$ cat src/rtl/cts_pkg.sv
// package: register map, field layout, reset values and codes of the time stamp and overflow status block
package cts_pkg;

  ////////////////////////////////////////////////////////////////////////////////
  // bus and field widths
  localparam int unsigned CTS_ADDR_W = 8;
  localparam int unsigned CTS_DATA_W = 32;
  localparam int unsigned CTS_FIFO_N = 16;
  localparam int unsigned CTS_CNT_W = 16;
  localparam int unsigned CTS_CODE_W = 7;

  typedef logic [CTS_ADDR_W-1:0] cts_addr_t;
  typedef logic [CTS_DATA_W-1:0] cts_data_t;
  typedef logic [CTS_FIFO_N-1:0] cts_fifo_t;
  typedef logic [CTS_CNT_W-1:0] cts_cnt_t;
  typedef logic [CTS_CODE_W-1:0] cts_code_t;

  ////////////////////////////////////////////////////////////////////////////////
  // register byte addresses
  localparam cts_addr_t CTS_OVF_ADDR = 8'h00;
  localparam cts_addr_t CTS_TMR_ADDR = 8'h04;
  localparam cts_addr_t CTS_CTRL_ADDR = 8'h08;
  localparam cts_addr_t CTS_EVT_ADDR = 8'h0C;
  localparam cts_addr_t CTS_VEC_ADDR = 8'h10;

  ////////////////////////////////////////////////////////////////////////////////
  // field positions
  localparam int unsigned CTS_TMR_COUNT_LSB = 16;
  localparam int unsigned CTS_TMR_PRE_LSB = 0;
  localparam int unsigned CTS_CTRL_CAP_BIT = 0;
  localparam int unsigned CTS_EVT_TMR_BIT = 0;

  ////////////////////////////////////////////////////////////////////////////////
  // reset values and constants
  localparam cts_cnt_t CTS_CNT_RST = 16'h0000;
  localparam cts_cnt_t CTS_CNT_ONE = 16'h0001;
  localparam cts_cnt_t CTS_CNT_MAX = 16'hFFFF;
  localparam cts_fifo_t CTS_OVF_RST = 16'h0000;
  localparam cts_data_t CTS_DATA_ZERO = 32'h0000_0000;

  ////////////////////////////////////////////////////////////////////////////////
  // interrupt source codes
  localparam cts_code_t CTS_CODE_NONE = 7'h40;
  localparam cts_code_t CTS_CODE_RX_OVF = 7'h43;
  localparam cts_code_t CTS_CODE_TMR = 7'h46;

endpackage : cts_pkg

$ cat src/rtl/cts_tick_if.sv
// interface: prescaler control and tick between the top and the prescaler
interface cts_tick_if;
  import cts_pkg::*;
  cts_cnt_t prescale;
  logic enable;
  logic restart;
  logic tick;

  modport ctrl (output prescale, output enable, output restart, input tick);
  modport presc (input prescale, input enable, input restart, output tick);
endinterface : cts_tick_if

$ cat src/rtl/cts_top.sv
// top: receive FIFO overflow flags, time stamp timer and register port
//
// the time stamp counter advances on prescaler ticks while capture is
// enabled; the overflow flags are set by the FIFO logic and cleared by it.

// Notes on behaviour
// - sixteen sticky per-FIFO overflow flags, readable
// - overflow register upper sixteen bits read zero
// - free-running count advances on each prescaler period
// - prescale all ones gives one step per 65535
// - prescale zero gives one step per clock
// - capture disabled holds counter and prescaler
// - timer write restarts prescaler, loads prescale field
// - timer register: count high, prescale low, RW
// - overflow source reports its own interrupt code
// - timer source reports its own interrupt code
module cts_top
  import cts_pkg::*;
(
  input wire logic clock,
  input wire logic rst,
  input cts_pkg::cts_addr_t addr,
  input cts_pkg::cts_data_t wdata,
  input wire logic wr,
  input wire logic rd,
  output cts_pkg::cts_data_t rdata,
  input cts_pkg::cts_fifo_t fifo_overflow_set,
  input cts_pkg::cts_fifo_t fifo_overflow_clear,
  output cts_pkg::cts_fifo_t fifo_overflow_flags,
  output logic timestamp_capture_enable,
  output cts_pkg::cts_cnt_t timestamp_count,
  output logic rx_overflow_event,
  output logic timestamp_timer_event,
  output cts_pkg::cts_code_t interrupt_code_field
);

  ////////////////////////////////////////////////////////////////////////////////
  // state

  typedef struct packed {
    cts_fifo_t ovf;
    cts_cnt_t count;
    cts_cnt_t prescale;
    logic cap_en;
    logic tmr_evt;
    cts_code_t code;
    cts_data_t rdata;
  } cts_state_t;

  localparam cts_state_t CTS_STATE_RST = '{
    ovf: CTS_OVF_RST,
    count: CTS_CNT_RST,
    prescale: CTS_CNT_RST,
    cap_en: 1'b0,
    tmr_evt: 1'b0,
    code: CTS_CODE_NONE,
    rdata: CTS_DATA_ZERO
  };

  cts_state_t st_q;
  cts_state_t st_d;

  cts_tick_if tk ();
  cts_code_t code_c;
  logic wr_ovf;
  logic wr_tmr;
  logic wr_ctrl;
  logic wr_evt;
  logic wrap;

  ////////////////////////////////////////////////////////////////////////////////
  // helpers

  // field extraction of a 16-bit half of a bus word
  function automatic cts_cnt_t half_of(input cts_data_t w, input int unsigned lsb);
    half_of = w[lsb +: CTS_CNT_W];
  endfunction : half_of

  // address match against a register address on a strobe
  function automatic logic hit(input logic strobe, input cts_addr_t a, input cts_addr_t reg_addr);
    hit = strobe && (a == reg_addr);
  endfunction : hit

  ////////////////////////////////////////////////////////////////////////////////
  // write decode

  assign wr_ovf = hit(wr, addr, CTS_OVF_ADDR);
  assign wr_tmr = hit(wr, addr, CTS_TMR_ADDR);
  assign wr_ctrl = hit(wr, addr, CTS_CTRL_ADDR);
  assign wr_evt = hit(wr, addr, CTS_EVT_ADDR);

  ////////////////////////////////////////////////////////////////////////////////
  // prescaler

  // prescaler runs from the stored field, restarted by any timer write
  assign tk.prescale = st_q.prescale;
  assign tk.enable = st_q.cap_en;
  assign tk.restart = wr_tmr;

  cts_prescaler u_presc (
    .clock(clock),
    .rst(rst),
    .tk(tk.presc)
  );

  // counter reaches its top and steps again
  assign wrap = tk.tick && (st_q.count == CTS_CNT_MAX);

  ////////////////////////////////////////////////////////////////////////////////
  // interrupt code

  cts_interrupt_code_field u_interrupt_code_field (
    .ovf_pending(|st_q.ovf),
    .tmr_pending(st_q.tmr_evt),
    .code(code_c)
  );

  ////////////////////////////////////////////////////////////////////////////////
  // next state

  always_comb begin
    st_d = st_q;

    // overflow flags: FIFO logic sets and clears, set wins
    st_d.ovf = (st_q.ovf & ~fifo_overflow_clear) | fifo_overflow_set;

    // capture enable control bit
    if (wr_ctrl) begin
      st_d.cap_en = wdata[CTS_CTRL_CAP_BIT];
    end

    // time stamp counter: a write loads both halves, else count on tick
    if (wr_tmr) begin
      st_d.count = half_of(wdata, CTS_TMR_COUNT_LSB);
      st_d.prescale = half_of(wdata, CTS_TMR_PRE_LSB);
    end else if (tk.tick) begin
      st_d.count = st_q.count + CTS_CNT_ONE;
    end

    // timer event: write one to clear, a new wrap wins
    if (wr_evt && wdata[CTS_EVT_TMR_BIT]) begin
      st_d.tmr_evt = 1'b0;
    end
    if (wrap) begin
      st_d.tmr_evt = 1'b1;
    end

    // interrupt code follows the pending sources
    st_d.code = code_c;

    // read data valid only in the cycle after the read strobe
    st_d.rdata = CTS_DATA_ZERO;
    if (rd) begin
      unique case (addr)
        CTS_OVF_ADDR: begin
          st_d.rdata = {{(CTS_DATA_W-CTS_FIFO_N){1'b0}}, st_q.ovf};
        end
        CTS_TMR_ADDR: begin
          st_d.rdata = {st_q.count, st_q.prescale};
        end
        CTS_CTRL_ADDR: begin
          st_d.rdata[CTS_CTRL_CAP_BIT] = st_q.cap_en;
        end
        CTS_EVT_ADDR: begin
          st_d.rdata[CTS_EVT_TMR_BIT] = st_q.tmr_evt;
        end
        CTS_VEC_ADDR: begin
          st_d.rdata = {{(CTS_DATA_W-CTS_CODE_W){1'b0}}, st_q.code};
        end
        default: begin
          st_d.rdata = CTS_DATA_ZERO; // unmapped reads zero
        end
      endcase
    end

    // writes to the read-only overflow register are ignored
    if (wr_ovf) begin
      st_d.ovf = st_d.ovf;
    end
  end

  ////////////////////////////////////////////////////////////////////////////////
  // state register

  always_ff @(posedge clock) begin
    if (rst) begin
      st_q <= CTS_STATE_RST;
    end else begin
      st_q <= st_d;
    end
  end

  ////////////////////////////////////////////////////////////////////////////////
  // outputs

  assign rdata = st_q.rdata;
  assign fifo_overflow_flags = st_q.ovf;
  assign timestamp_capture_enable = st_q.cap_en;
  assign timestamp_count = st_q.count;
  assign rx_overflow_event = |st_q.ovf;
  assign timestamp_timer_event = st_q.tmr_evt;
  assign interrupt_code_field = st_q.code;

endmodule : cts_top

$ cat src/rtl/cts_prescaler.sv
// prescaler: divides the system clock by the programmed prescale value
module cts_prescaler
  import cts_pkg::*;
(
  input wire logic clock,
  input wire logic rst,
  cts_tick_if.presc tk
);

  typedef struct packed {
    cts_cnt_t cnt;
  } cts_presc_st_t;

  cts_presc_st_t st_q;
  cts_presc_st_t st_d;
  logic last;

  ////////////////////////////////////////////////////////////////////////////////
  // period is max(prescale, 1): zero ticks every clock, all ones every 65535
  assign last = (tk.prescale == CTS_CNT_RST) || (st_q.cnt >= (tk.prescale - CTS_CNT_ONE));
  assign tk.tick = tk.enable && !tk.restart && last;

  // next state: restart on register write, hold while disabled
  always_comb begin
    st_d = st_q;
    if (tk.restart) begin
      st_d.cnt = CTS_CNT_RST;
    end else if (tk.enable) begin
      st_d.cnt = last ? CTS_CNT_RST : st_q.cnt + CTS_CNT_ONE;
    end
  end

  always_ff @(posedge clock) begin
    if (rst) begin
      st_q <= '{cnt: CTS_CNT_RST};
    end else begin
      st_q <= st_d;
    end
  end

endmodule : cts_prescaler

$ cat src/rtl/cts_interrupt_code_field.sv
// interrupt code encoder for the overflow and time stamp sources
module cts_interrupt_code_field
  import cts_pkg::*;
(
  input wire logic ovf_pending,
  input wire logic tmr_pending,
  output cts_code_t code
);

  ////////////////////////////////////////////////////////////////////////////////
  // overflow outranks the timer; nothing pending gives the idle code
  always_comb begin
    if (ovf_pending) begin
      code = CTS_CODE_RX_OVF;
    end else if (tmr_pending) begin
      code = CTS_CODE_TMR;
    end else begin
      code = CTS_CODE_NONE;
    end
  end

endmodule : cts_interrupt_code_field

$ cat config.mk
export PLATFORM = sky130hd
export DESIGN_NAME = cts_top
export DESIGN_NICKNAME = d
export VERILOG_FILES = /design/src/rtl/cts_pkg.sv /design/src/rtl/cts_tick_if.sv /design/src/rtl/cts_top.sv /design/src/rtl/cts_prescaler.sv /design/src/rtl/cts_interrupt_code_field.sv
export SDC_FILE = /design/constraint.sdc
export NUM_CORES = 1
export LEC_CHECK = 0
export ABC_AREA = 1
export BUFFER_PORTS_ARGS = -buffer_cell sky130_fd_sc_hd__buf_2
export CAP_MARGIN = 20
export CORE_ASPECT_RATIO = 1.1
export CORE_MARGIN = 2
export CORE_UTILIZATION = 52
export DETAILED_ROUTE_END_ITERATION = 16
export PLACE_DENSITY = 0.79
export SETUP_SLACK_MARGIN = 0.05
export SKIP_LAST_GASP = 1
export SLEW_MARGIN = 20
export SYNTH_ARGS = -nofsm -noshare
export SYNTH_HDL_FRONTEND = slang
export SYNTH_SLANG_ARGS = --single-unit
export TNS_END_PERCENT = 5
$ cat constraint.sdc
create_clock -name clock -period 3.65 [get_ports clock]
set_input_delay 0.1825 -clock clock [delete_from_list [all_inputs] [get_ports clock]]
set_output_delay 0.1825 -clock clock [all_outputs]
set_load 0.01 [all_outputs]
Word level (Yosys, flattened, before mapping)

Index checks and enable logic that the tools add are counted.

Logic and storage cells: 48
Output and inout port bits: 74
Register bits: 105
Bits of input ports: 76

Magnitude comparators: 1
Equal/unequal tests: 5
Add/subtract/negate cells: 3
Muxes and demuxes: 9
Bitwise logic cells: 4
Reductions and logical operators: 17

Operators by type and width:

| operator                                                             | count |
|---|---|
| 31-bit one-hot mux with 3 select lines                               | 1 |
| 16-bit 2-to-1 mux                                                    | 3 |
| 16-bit by 1-bit adder with 16-bit output, second input constant      | 2 |
| 17-bit OR reduction                                                  | 1 |
| 16-bit AND                                                           | 1 |
| 16-bit == test, second input constant                                | 1 |
| 8-bit by 4-bit == test with 1-bit output, second input constant      | 2 |
| 16-bit greater-or-equal comparator                                   | 1 |
| 16-bit zero test                                                     | 1 |
| 16-bit inverter                                                      | 1 |
| 16-bit bitwise OR                                                    | 1 |
| 16-bit OR reduction                                                  | 1 |
| 16-bit by 1-bit subtractor with 16-bit output, second input constant | 1 |
| 8-bit by 3-bit == test with 1-bit output, second input constant      | 1 |
| 8-bit by 5-bit == test with 1-bit output, second input constant      | 1 |
| 8-bit zero test                                                      | 1 |
| 1-bit logical AND                                                    | 7 |
| 1-bit one-hot mux with 5 select lines                                | 1 |
| 2-bit nonzero test                                                   | 2 |
| 2-bit OR reduction                                                   | 2 |
| 3-bit 2-to-1 mux                                                     | 1 |
| 1-bit 2-to-1 mux                                                     | 2 |
| 2-bit 2-to-1 mux                                                     | 1 |
| 1-bit zero test                                                      | 1 |
| 2 further kinds                                                      | 2 |

Logic depth before layout (Yosys ltp)

Gate-level depths: netlist of run 1.

Word-level depth: 7
Depth in mapped cells: 21
Gate-level depth less buffers: 20

Modules after synthesis

Synthesis of run 1 repeated with hierarchy kept, for this count alone.

Cells, all modules: 778
Area, all modules: 5449.0 µm²

By module, submodules not included:

| module                   | area an instance (µm²) | sequential area each (µm²) | cells an instance | instances |
|---|---|---|---|---|
| cts_top                  | 3786.1                 | 1781.7                     | 523               | 1 |
| cts_prescaler            | 1600.3                 | 320.3                      | 244               | 1 |
| cts_interrupt_code_field | 62.6                   | 0.0                        | 11                | 1 |

Least setup slack after synthesis of run 1

Ideal clock, no wire load.

Kind: reg2reg
Start: register st_q (netlist bit tk.prescale[2])
End: register st_q (netlist bit timestamp_count[7])
Cell stages (with the launch flop): 21
Clock period less this slack: 2.736 ns
Data arrival time: 2.672 ns
Setup slack: 0.914 ns
Setup time: 0.064 ns
Cell sequence: dfxtp_1 inv_1 nand2_1 nor2_1 nand3_1 nor2_2 nand3_1 nor2_1 nand3_1 xor2_1 ha_1 a21o_1 nor2_1 nand2_1 nor2_2 nand2_4 nand2_2 buf_6 buf_6 a21oi_1 nor2_1

Cells in the longest elaborated chain, start to end: 5
Elaborated cells on any way between the ends: 6
Classes of those cells: add/sub: 1; order compare: 1; reduce/logical: 4

Ends and longest elaborated chain:

| item                                          | line                | text |
|---|---|---|
| start, declared                               | cts_top.sv:60       | `cts_state_t st_q;` |
| start signal, assigned                        | cts_top.sv:189      | `st_q <= st_d;` |
| 16-bit by 1-bit subtractor with 16-bit output | cts_prescaler.sv:20 | `assign last = (tk.prescale == CTS_CNT_RST) \|\| (st_q.cnt >= (tk.prescale - CTS_CNT_ONE));` |
| 16-bit greater-or-equal comparator            | cts_prescaler.sv:20 |  |
| 1-bit logical OR *                            | cts_prescaler.sv:20 |  |
| 1-bit logical AND *                           | cts_prescaler.sv:21 | `assign tk.tick = tk.enable && !tk.restart && last;` |
| 2-bit nonzero test (no source line) *         | --                  |  |

Every way passes the cells marked *; elsewhere a longest branch is shown, timed or not.
A chain may end at the register's enable or synchronous reset.

Final worst setup path of run 1

Start: register st_q (netlist bit tk.prescale[2])
End: register st_q (netlist bit timestamp_count[15])

The elaborated chain is that of the path after synthesis.

==> flow_summary.ini, run 1 <==
[status]
outcome = finished, violations left
violations = negative hold slack

[critical_path]
critical_path_class = register to register
cp-end-kind = register
rr_endpoint = timestamp_count[15]$_SDFFE_PP0P_
crit_start = tk.prescale[2]$_SDFFE_PP0P_
cp.required_ns = 3.92
crit_path_max_incr_delay_ns = 0.35
crit_family = simple AND/OR/NAND/NOR gates
startpoint_type = register
crit_end = timestamp_count[15]$_SDFFE_PP0P_
r2r-start = tk.prescale[2]$_SDFFE_PP0P_
cp_num_buf_inv = 2
rr_worst_depth = 20
ff2ff_setup_slack_ns = 0.43
cp.arrival_ns = 3.49
critPathMaxFanout = 23
critical_path_cell_count = 20
cp_cell_sequence = inv_1, nand2_1, nor2_1, nand3_1, nor2_2, nand3_1, nor2_1, nand3_1, xor2_1, ha_1, a21o_1, nor2_1, nand2_1, nor2_2, nand2_4, nand2_2, buf_8, nand3_1, nand2_1, nor2_1
cpMaxStageDelayCell = dfxtp_1

[final_layout]
fillerInstances = 932
final_nets = 992
diodes = 0
syn_to_final_growth_pct = 20.30
drive_above_1_share_pct = 20.87

[synthesis]
ys_types = 43
synth_edf_count = 0
ys.flop_type = dfxtp_1
ys_ff_latch = 101
synth_area_um2 = 5220
avgSynthCellArea_um2 = 6.914
ys.warnings.count = 0
ys_seq_area_share_pct = 38.73
syn_inst = 755
async_flop_share_pct = 0

[routing]
drt-total-wl_um = 13390
dr.first_iter.drc_count = 260
wl_per_cell_um = 13.11
route.antenna.remaining_nets = 0
remaining_drc_errors = 0
viasPerCell = 5.046
via_count = 5152
drt_first_pass_iters = 5

[cts]
post_cts_buffers = 0
cts_buffers = 9
clk-insertion-delay-late_ns = 0.38
cts.clk_slew.worst_paths_ns = 0.11
ctsLongestPathBuffers = 2
cts_tree = done
clock-sinks = 101
cts.htree.levels = 3
cts_root_buf = clkbuf_8

[grt]
grt_overflow_total = 0
grtUsageMet3_pct = 3.974
track_usage_pct = 24.66
globalRouteMet1Util_pct = 29.53
antenna_found_initial = 1
grt_max_degree = 70
first_global_vias = 4830
top_usage_layer = met2
grt_pass1_wl_um = 21550
use_met2_pct = 44.21

[pwr]
leakagePower_nw = 3.200
peakVddDrop_uv = 185.7
power_density_nw_per_um2 = 336.9

[floorplanning]
die_h_um = 109.1
core_area_um2 = 9842
start_util_pct = 53.04
die_width_um = 99.53
ios = 150
rows = 38
dieArea_um2 = 10860

[timing]
tns_ns = 0
rsz0062_at_grt = no
whs_ns = -0.001321
fmaxAchievable_ghz = 0.3106
setup_viol = 0
hold_viol_final = 1
period_minus_slack_ns = 3.220
slew_headroom_pct = 33.07
setup_ws_ns = 0.4302
worstMarginPinSlew_ns = 1.002
skew_ns = 0.01146
fin_crit_sh_pct = 88.21
slew_viol_final = 0

[hold_path]
hold_start = fifo_overflow_set[0]
hold_path.class = primary input to register

[placement]
gp_congestion = 0.8586
numPortBuffers = 145
preCtsSetupSlack_ns = 0.4156
dpl.hpwl_um = 9919

[flow_run]
max_cap_violations = 0
==> per-layer routing <==
layer,routed length (µm),vias to the layer above
met5,0,-
met4,346,0
met3,775,30
met2,6786,190
met1,5477,2270
li1,-,2662
==> how the worst min path moves through the flow <==
stage                                                    end  slack (ns)  depth (start not counted)
after global routing       fifo_overflow_flags[2]$_SDFF_PP0_        0.01                          3
after detailed placement   fifo_overflow_flags[0]$_SDFF_PP0_        0.40                          3
after global placement    fifo_overflow_flags[15]$_SDFF_PP0_        0.39                          3
after CTS                  fifo_overflow_flags[0]$_SDFF_PP0_      0.0005                          3
final                      fifo_overflow_flags[0]$_SDFF_PP0_      -0.001                          3
after floorplan            fifo_overflow_flags[0]$_SDFF_PP0_        0.30                          2
==> synthesized netlist by cell type (2+ instances only) <==
| cell | n | area share [%] |
|---|---|---|
| nand2_1 | 164 | 12 |
| a21oi_1 | 47 | 4.5 |
| nand2_4 | 2 | 0.43 |
| nor3b_1 | 2 | 0.29 |
| inv_2 | 2 | 0.14 |
| nand3_1 | 35 | 3.4 |
| a21o_1 | 2 | 0.29 |
| conb_1 | 2 | 0.14 |
| a31oi_1 | 2 | 0.24 |
| nor2_2 | 4 | 0.48 |
| nand4_1 | 11 | 1.3 |
| a21oi_2 | 5 | 0.84 |
| nor4_1 | 6 | 0.72 |
| ha_1 | 20 | 4.8 |
| xor2_1 | 20 | 3.4 |
| buf_4 | 6 | 0.86 |
| nand2_2 | 5 | 0.60 |
| buf_6 | 6 | 1.3 |
| o21bai_1 | 2 | 0.29 |
| xnor2_1 | 2 | 0.34 |
| o211ai_1 | 3 | 0.43 |
| nand3b_1 | 3 | 0.43 |
| o21ai_0 | 28 | 2.7 |
| clkbuf_1 | 9 | 0.65 |
| dfxtp_1 | 101 | 39 |
| inv_1 | 99 | 7.1 |
| buf_2 | 7 | 0.67 |
| nor3_1 | 29 | 2.8 |
| nor2_1 | 117 | 8.4 |
==> sequential cells by signal, indices dropped and copies added (netlist names) <==
name                      count
timestamp_capture_enable      1
rdata                        32
tk.prescale                  16
interrupt_code_field          3
timestamp_count              16
fifo_overflow_flags          16
timestamp_timer_event         1
u_presc.st_q                 16
==> placed cells by master, fill, tap and decap left out, types with 4 or more instances in the layout <==
cell | netlist | final
nand2_1 | 164 | 164
buf_2 | 7 | 145
nor2_1 | 117 | 117
dfxtp_1 | 101 | 101
inv_1 | 99 | 99
a21oi_1 | 47 | 47
nand3_1 | 35 | 35
nor3_1 | 29 | 29
o21ai_0 | 28 | 28
xor2_1 | 20 | 20
ha_1 | 20 | 20
nand4_1 | 11 | 11
dlygate4sd3_1 | 0 | 10
clkbuf_8 | 0 | 9
nor4_1 | 6 | 6
nand2_2 | 5 | 5
a21oi_2 | 5 | 5
nor2_2 | 4 | 4
conb_1 | 2 | 4
==> layout make-up <==
type                    instances  area, µm²  share of cell area (%)
clock inverters                 7      115.1                   1.833
flip-flops and latches        101       2022                   32.20
well taps                     120      150.1                   2.391
clock buffers                   9      123.9                   1.973
repair buffers                157      848.3                   13.51
multi-input cells             524       2633                   41.92
inverters                     103      387.9                   6.177
==> report_power, final <==
group          total, mW  switching, mW  leakage, nW  internal, mW
registers           1.13         0.0149        0.819          1.12
logic              0.146         0.0791         2.26        0.0668
clock network      0.839          0.436        0.117         0.404
==> repair_timing <==
| action | CTS | global route |
|---|---|---|
| endpoints found under the hold margin | 10 | 0 |
| setup endpoints to repair | 0 | 11 |
| resized for setup | 0 | 2 |
| hold buffers | 10 | 0 |
==> worst reg2reg max path, stage by stage (launching register included) <==
cell and delay, ns:
dfxtp_1 0.35, inv_1 0.10, nand2_1 0.06, nor2_1 0.15, nand3_1 0.14, nor2_2 0.19, nand3_1 0.13, nor2_1 0.19
nand3_1 0.11, xor2_1 0.16, ha_1 0.31, a21o_1 0.19, nor2_1 0.11, nand2_1 0.07, nor2_2 0.12, nand2_4 0.10
nand2_2 0.18, buf_8 0.21, nand3_1 0.10, nand2_1 0.09, nor2_1 0.05
==> cells by family (layout without fill, tap and decap cells) <==
group	count (synthesis)	in the layout	synth area share (%)
DFF	101	101	38.73
AOI/OAI and AO/OA	93	93	9.803
and+or+nand+nor	385	385	31.86
xor gates and xnor gates	22	22	3.691
other	2	4	0.1439
buffers and inverters	132	276	10.98
adders and majority gates	20	20	4.794
==> metrics by stage <==
| step | instances | utilization [%] | area [µm²] | total power, mW |
|---|---|---|---|---|
| after floorplan | 757 | - | 5228 | 1.223 |
| after global placement | 995 | 60.28 | 5933 | 1.289 |
| after detailed placement | 995 | 60.28 | 5933 | 1.292 |
| after CTS | 1021 | 63.73 | 6272 | 2.126 |
| after global routing | 1021 | 63.81 | 6280 | 2.188 |
| final | 1021 | 63.81 | 6280 | 2.116 |
Note: power is estimated with default switching activity, not from simulation.
==> inputs of run 2 (changes only) <==
Settings changed: CORE_UTILIZATION 52 to 53, PLACE_DENSITY 0.79 to 0.88, SYNTH_HIERARCHICAL set to 1.
==> flow_summary.ini, run 2 <==
[routing]
wl_met2_um = 6665
viasPerCell = 5.118
route.antenna.remaining_nets = 0
remaining_drc_errors = 0
wl_met3_um = 946
wl_met1_um = 5873
drt-total-wl_um = 13820
via_count = 5343
routed.top_layer = met4
drt_first_pass_iters = 6
wl_per_cell_um = 13.24
dr.first_iter.drc_count = 352

[critical_path]
cp.arrival_ns = 3.47
crit_path_max_incr_delay_ns = 0.37
critPathMaxFanout = 11
cp.required_ns = 3.94
r2r-start = tk.prescale[2]$_SDFFE_PP0P_
startpoint_type = register
crit_family = simple AND/OR/NAND/NOR gates
crit_start = tk.prescale[2]$_SDFFE_PP0P_
cp-end-kind = register
cp_num_buf_inv = 3
cpMaxStageDelayCell = dfxtp_1
cp_cell_sequence = nor2_2, nand3b_1, nor2_1, nand2_1, nor2_1, nand4_1, nand2_1, inv_1, ha_1, a21o_1, nor2_1, nand2_1, nor2_2, nand2_2, nand2_2, nor2_1, inv_1, nand2_4, inv_2, nand2_1, a31oi_1
critical_path_class = register to register

[placement]
dpl.hpwl_um = 10330
gp_congestion = 0.9135
numPortBuffers = 149

[final_layout]
final_cell_mix = 162 x nand2_1, 149 x buf_2, 119 x inv_1
drive_above_1_share_pct = 22.29
finish.utilization_pct = 64.83
final_nets = 1015
syn_to_final_growth_pct = 18.23
diodes = 0
final_common_cell = nand2_1
largest_register_ffs = 32

[synthesis]
post-synth-top-area-fraction_pct = 38.58
async_flop_share_pct = 0
ys_types = 43
ys_seq_area_share_pct = 38.58
ys_ff_latch = 105
avgSynthCellArea_um2 = 7.004
ys.warnings.count = 6
synth.most_common_cell = nand2_1
synth_area_um2 = 5449
synth_edf_count = 0
synth_area_leaders = dfxtp_1 39%, nand2_1 11%, inv_1 8.2%
syn_inst = 778
synth_common_cells = 162 x nand2_1, 119 x inv_1, 105 x dfxtp_1, 94 x nor2_1, 54 x a21oi_1
ys.flop_type = dfxtp_1
yosys.area.top_type = dfxtp_1

[cts]
cts_tree = done
cts_buffers = 9
cts.htree.levels = 3
ctsLongestPathBuffers = 2
clock-sinks = 105
cts.clk_slew.worst_paths_ns = 0.11
hold_buffers = 0
cts_resized = 0
clk-insertion-delay-late_ns = 0.37
post_cts_buffers = 0
cts_root_buf = clkbuf_8

[status]
outcome = completed

[timing]
hold_viol_final = 0
tns_ns = 0
setup_viol = 0
rsz0062_at_grt = no
skew_ns = 0.01241
period_minus_slack_ns = 3.176
slew_headroom_pct = 55.19
slew_viol_final = 0
fin_crit_sh_pct = 87.00
worstMarginPinSlew_ns = 0.6714
fmaxAchievable_ghz = 0.3149

[hold_path]
hold_start = fifo_overflow_set[12]
hold_path.class = primary input to register

[grt]
first_global_vias = 4824
grt_overflow_total = 0
grt_max_degree = 45
grt_pass1_wl_um = 21820
track_usage_pct = 24.74
antenna_found_initial = 0

[floorplanning]
die_h_um = 110.3
core_area_um2 = 9937
start_util_pct = 54.84
ios = 150
dieArea_um2 = 11110
rows = 38
die_width_um = 100.7

[pwr]
leakagePower_nw = 3.210
power_density_nw_per_um2 = 326.8
peakVddDrop_uv = 210.4

[flow_run]
max_cap_violations = 0
run 2: path summary, 6_finish.rpt:
check | endpoint | slack, ns | cells after the start
setup reg to reg | timestamp_count[1]$_SDFFE_PP0P_ | 0.47 | 21
setup / recovery | timestamp_count[1]$_SDFFE_PP0P_ | 0.47 | 21
hold / removal | fifo_overflow_flags[12]$_SDFF_PP0_ | 0.01 | 3
hold reg to reg | rdata[14]$_SDFF_PP0_ | 0.50 | 2
run 2: cell families (layout without fill, tap and decap cells):
logic type | Yosys count | after routing | share of synthesized area (%)
muxes | 1 | 1 | 0.1837
adders and majority gates | 20 | 20 | 4.592
and+or+nand+nor | 377 | 377 | 31.44
xor gates and xnor gates | 21 | 21 | 3.375
buffers and inverters | 153 | 297 | 11.96
other | 2 | 4 | 0.1378
AOI/OAI and AO/OA | 99 | 99 | 9.736
DFF | 105 | 105 | 38.58
run 2: where the power goes:
group	internal, mW	leakage [nW]	switching, mW	total, mW
Clock	0.340	0.112	0.439	0.779
Combinational	0.0638	2.25	0.0848	0.149
Sequential	1.16	0.852	0.0166	1.18
run 2: layer usage:
layer	vias up	track usage (%)
li1	2724	-
met1	2388	31.04
met2	206	41.90
met5	-	0
met3	25	5.675
met4	0	8.513
run 2: through the flow:
step	hold WS (ns)	instances	power, mW	setup WS (ns)	instance area [µm²]
floorplan	0.2999	780	1.276	0.7048	5456
global placement	0.3895	1025	1.345	0.6434	6196
detailed placement	0.3951	1025	1.348	0.5189	6196
CTS	0.003035	1041	2.111	0.4976	6412
global route	0.006588	1044	2.183	0.1046	6442
finish	0.01451	1044	2.105	0.4744	6442
run 2: area by class of cell:
| class | instances | area, µm² |
|---|---|---|
| clock buffer | 9 | 123.9 |
| tap | 120 | 150.1 |
| clock inverter | 7 | 92.59 |
| sequential | 105 | 2102 |
| fill | 861 | 3495 |
| timing repair buffer | 155 | 798.3 |
| multi-input combinational | 522 | 2703 |
| inverter | 126 | 473.0 |
run 2: tightest hold or removal path, cell delays in order:
cell     delay, ns
buf_2         0.08
a21oi_1       0.03
nor2_1        0.07
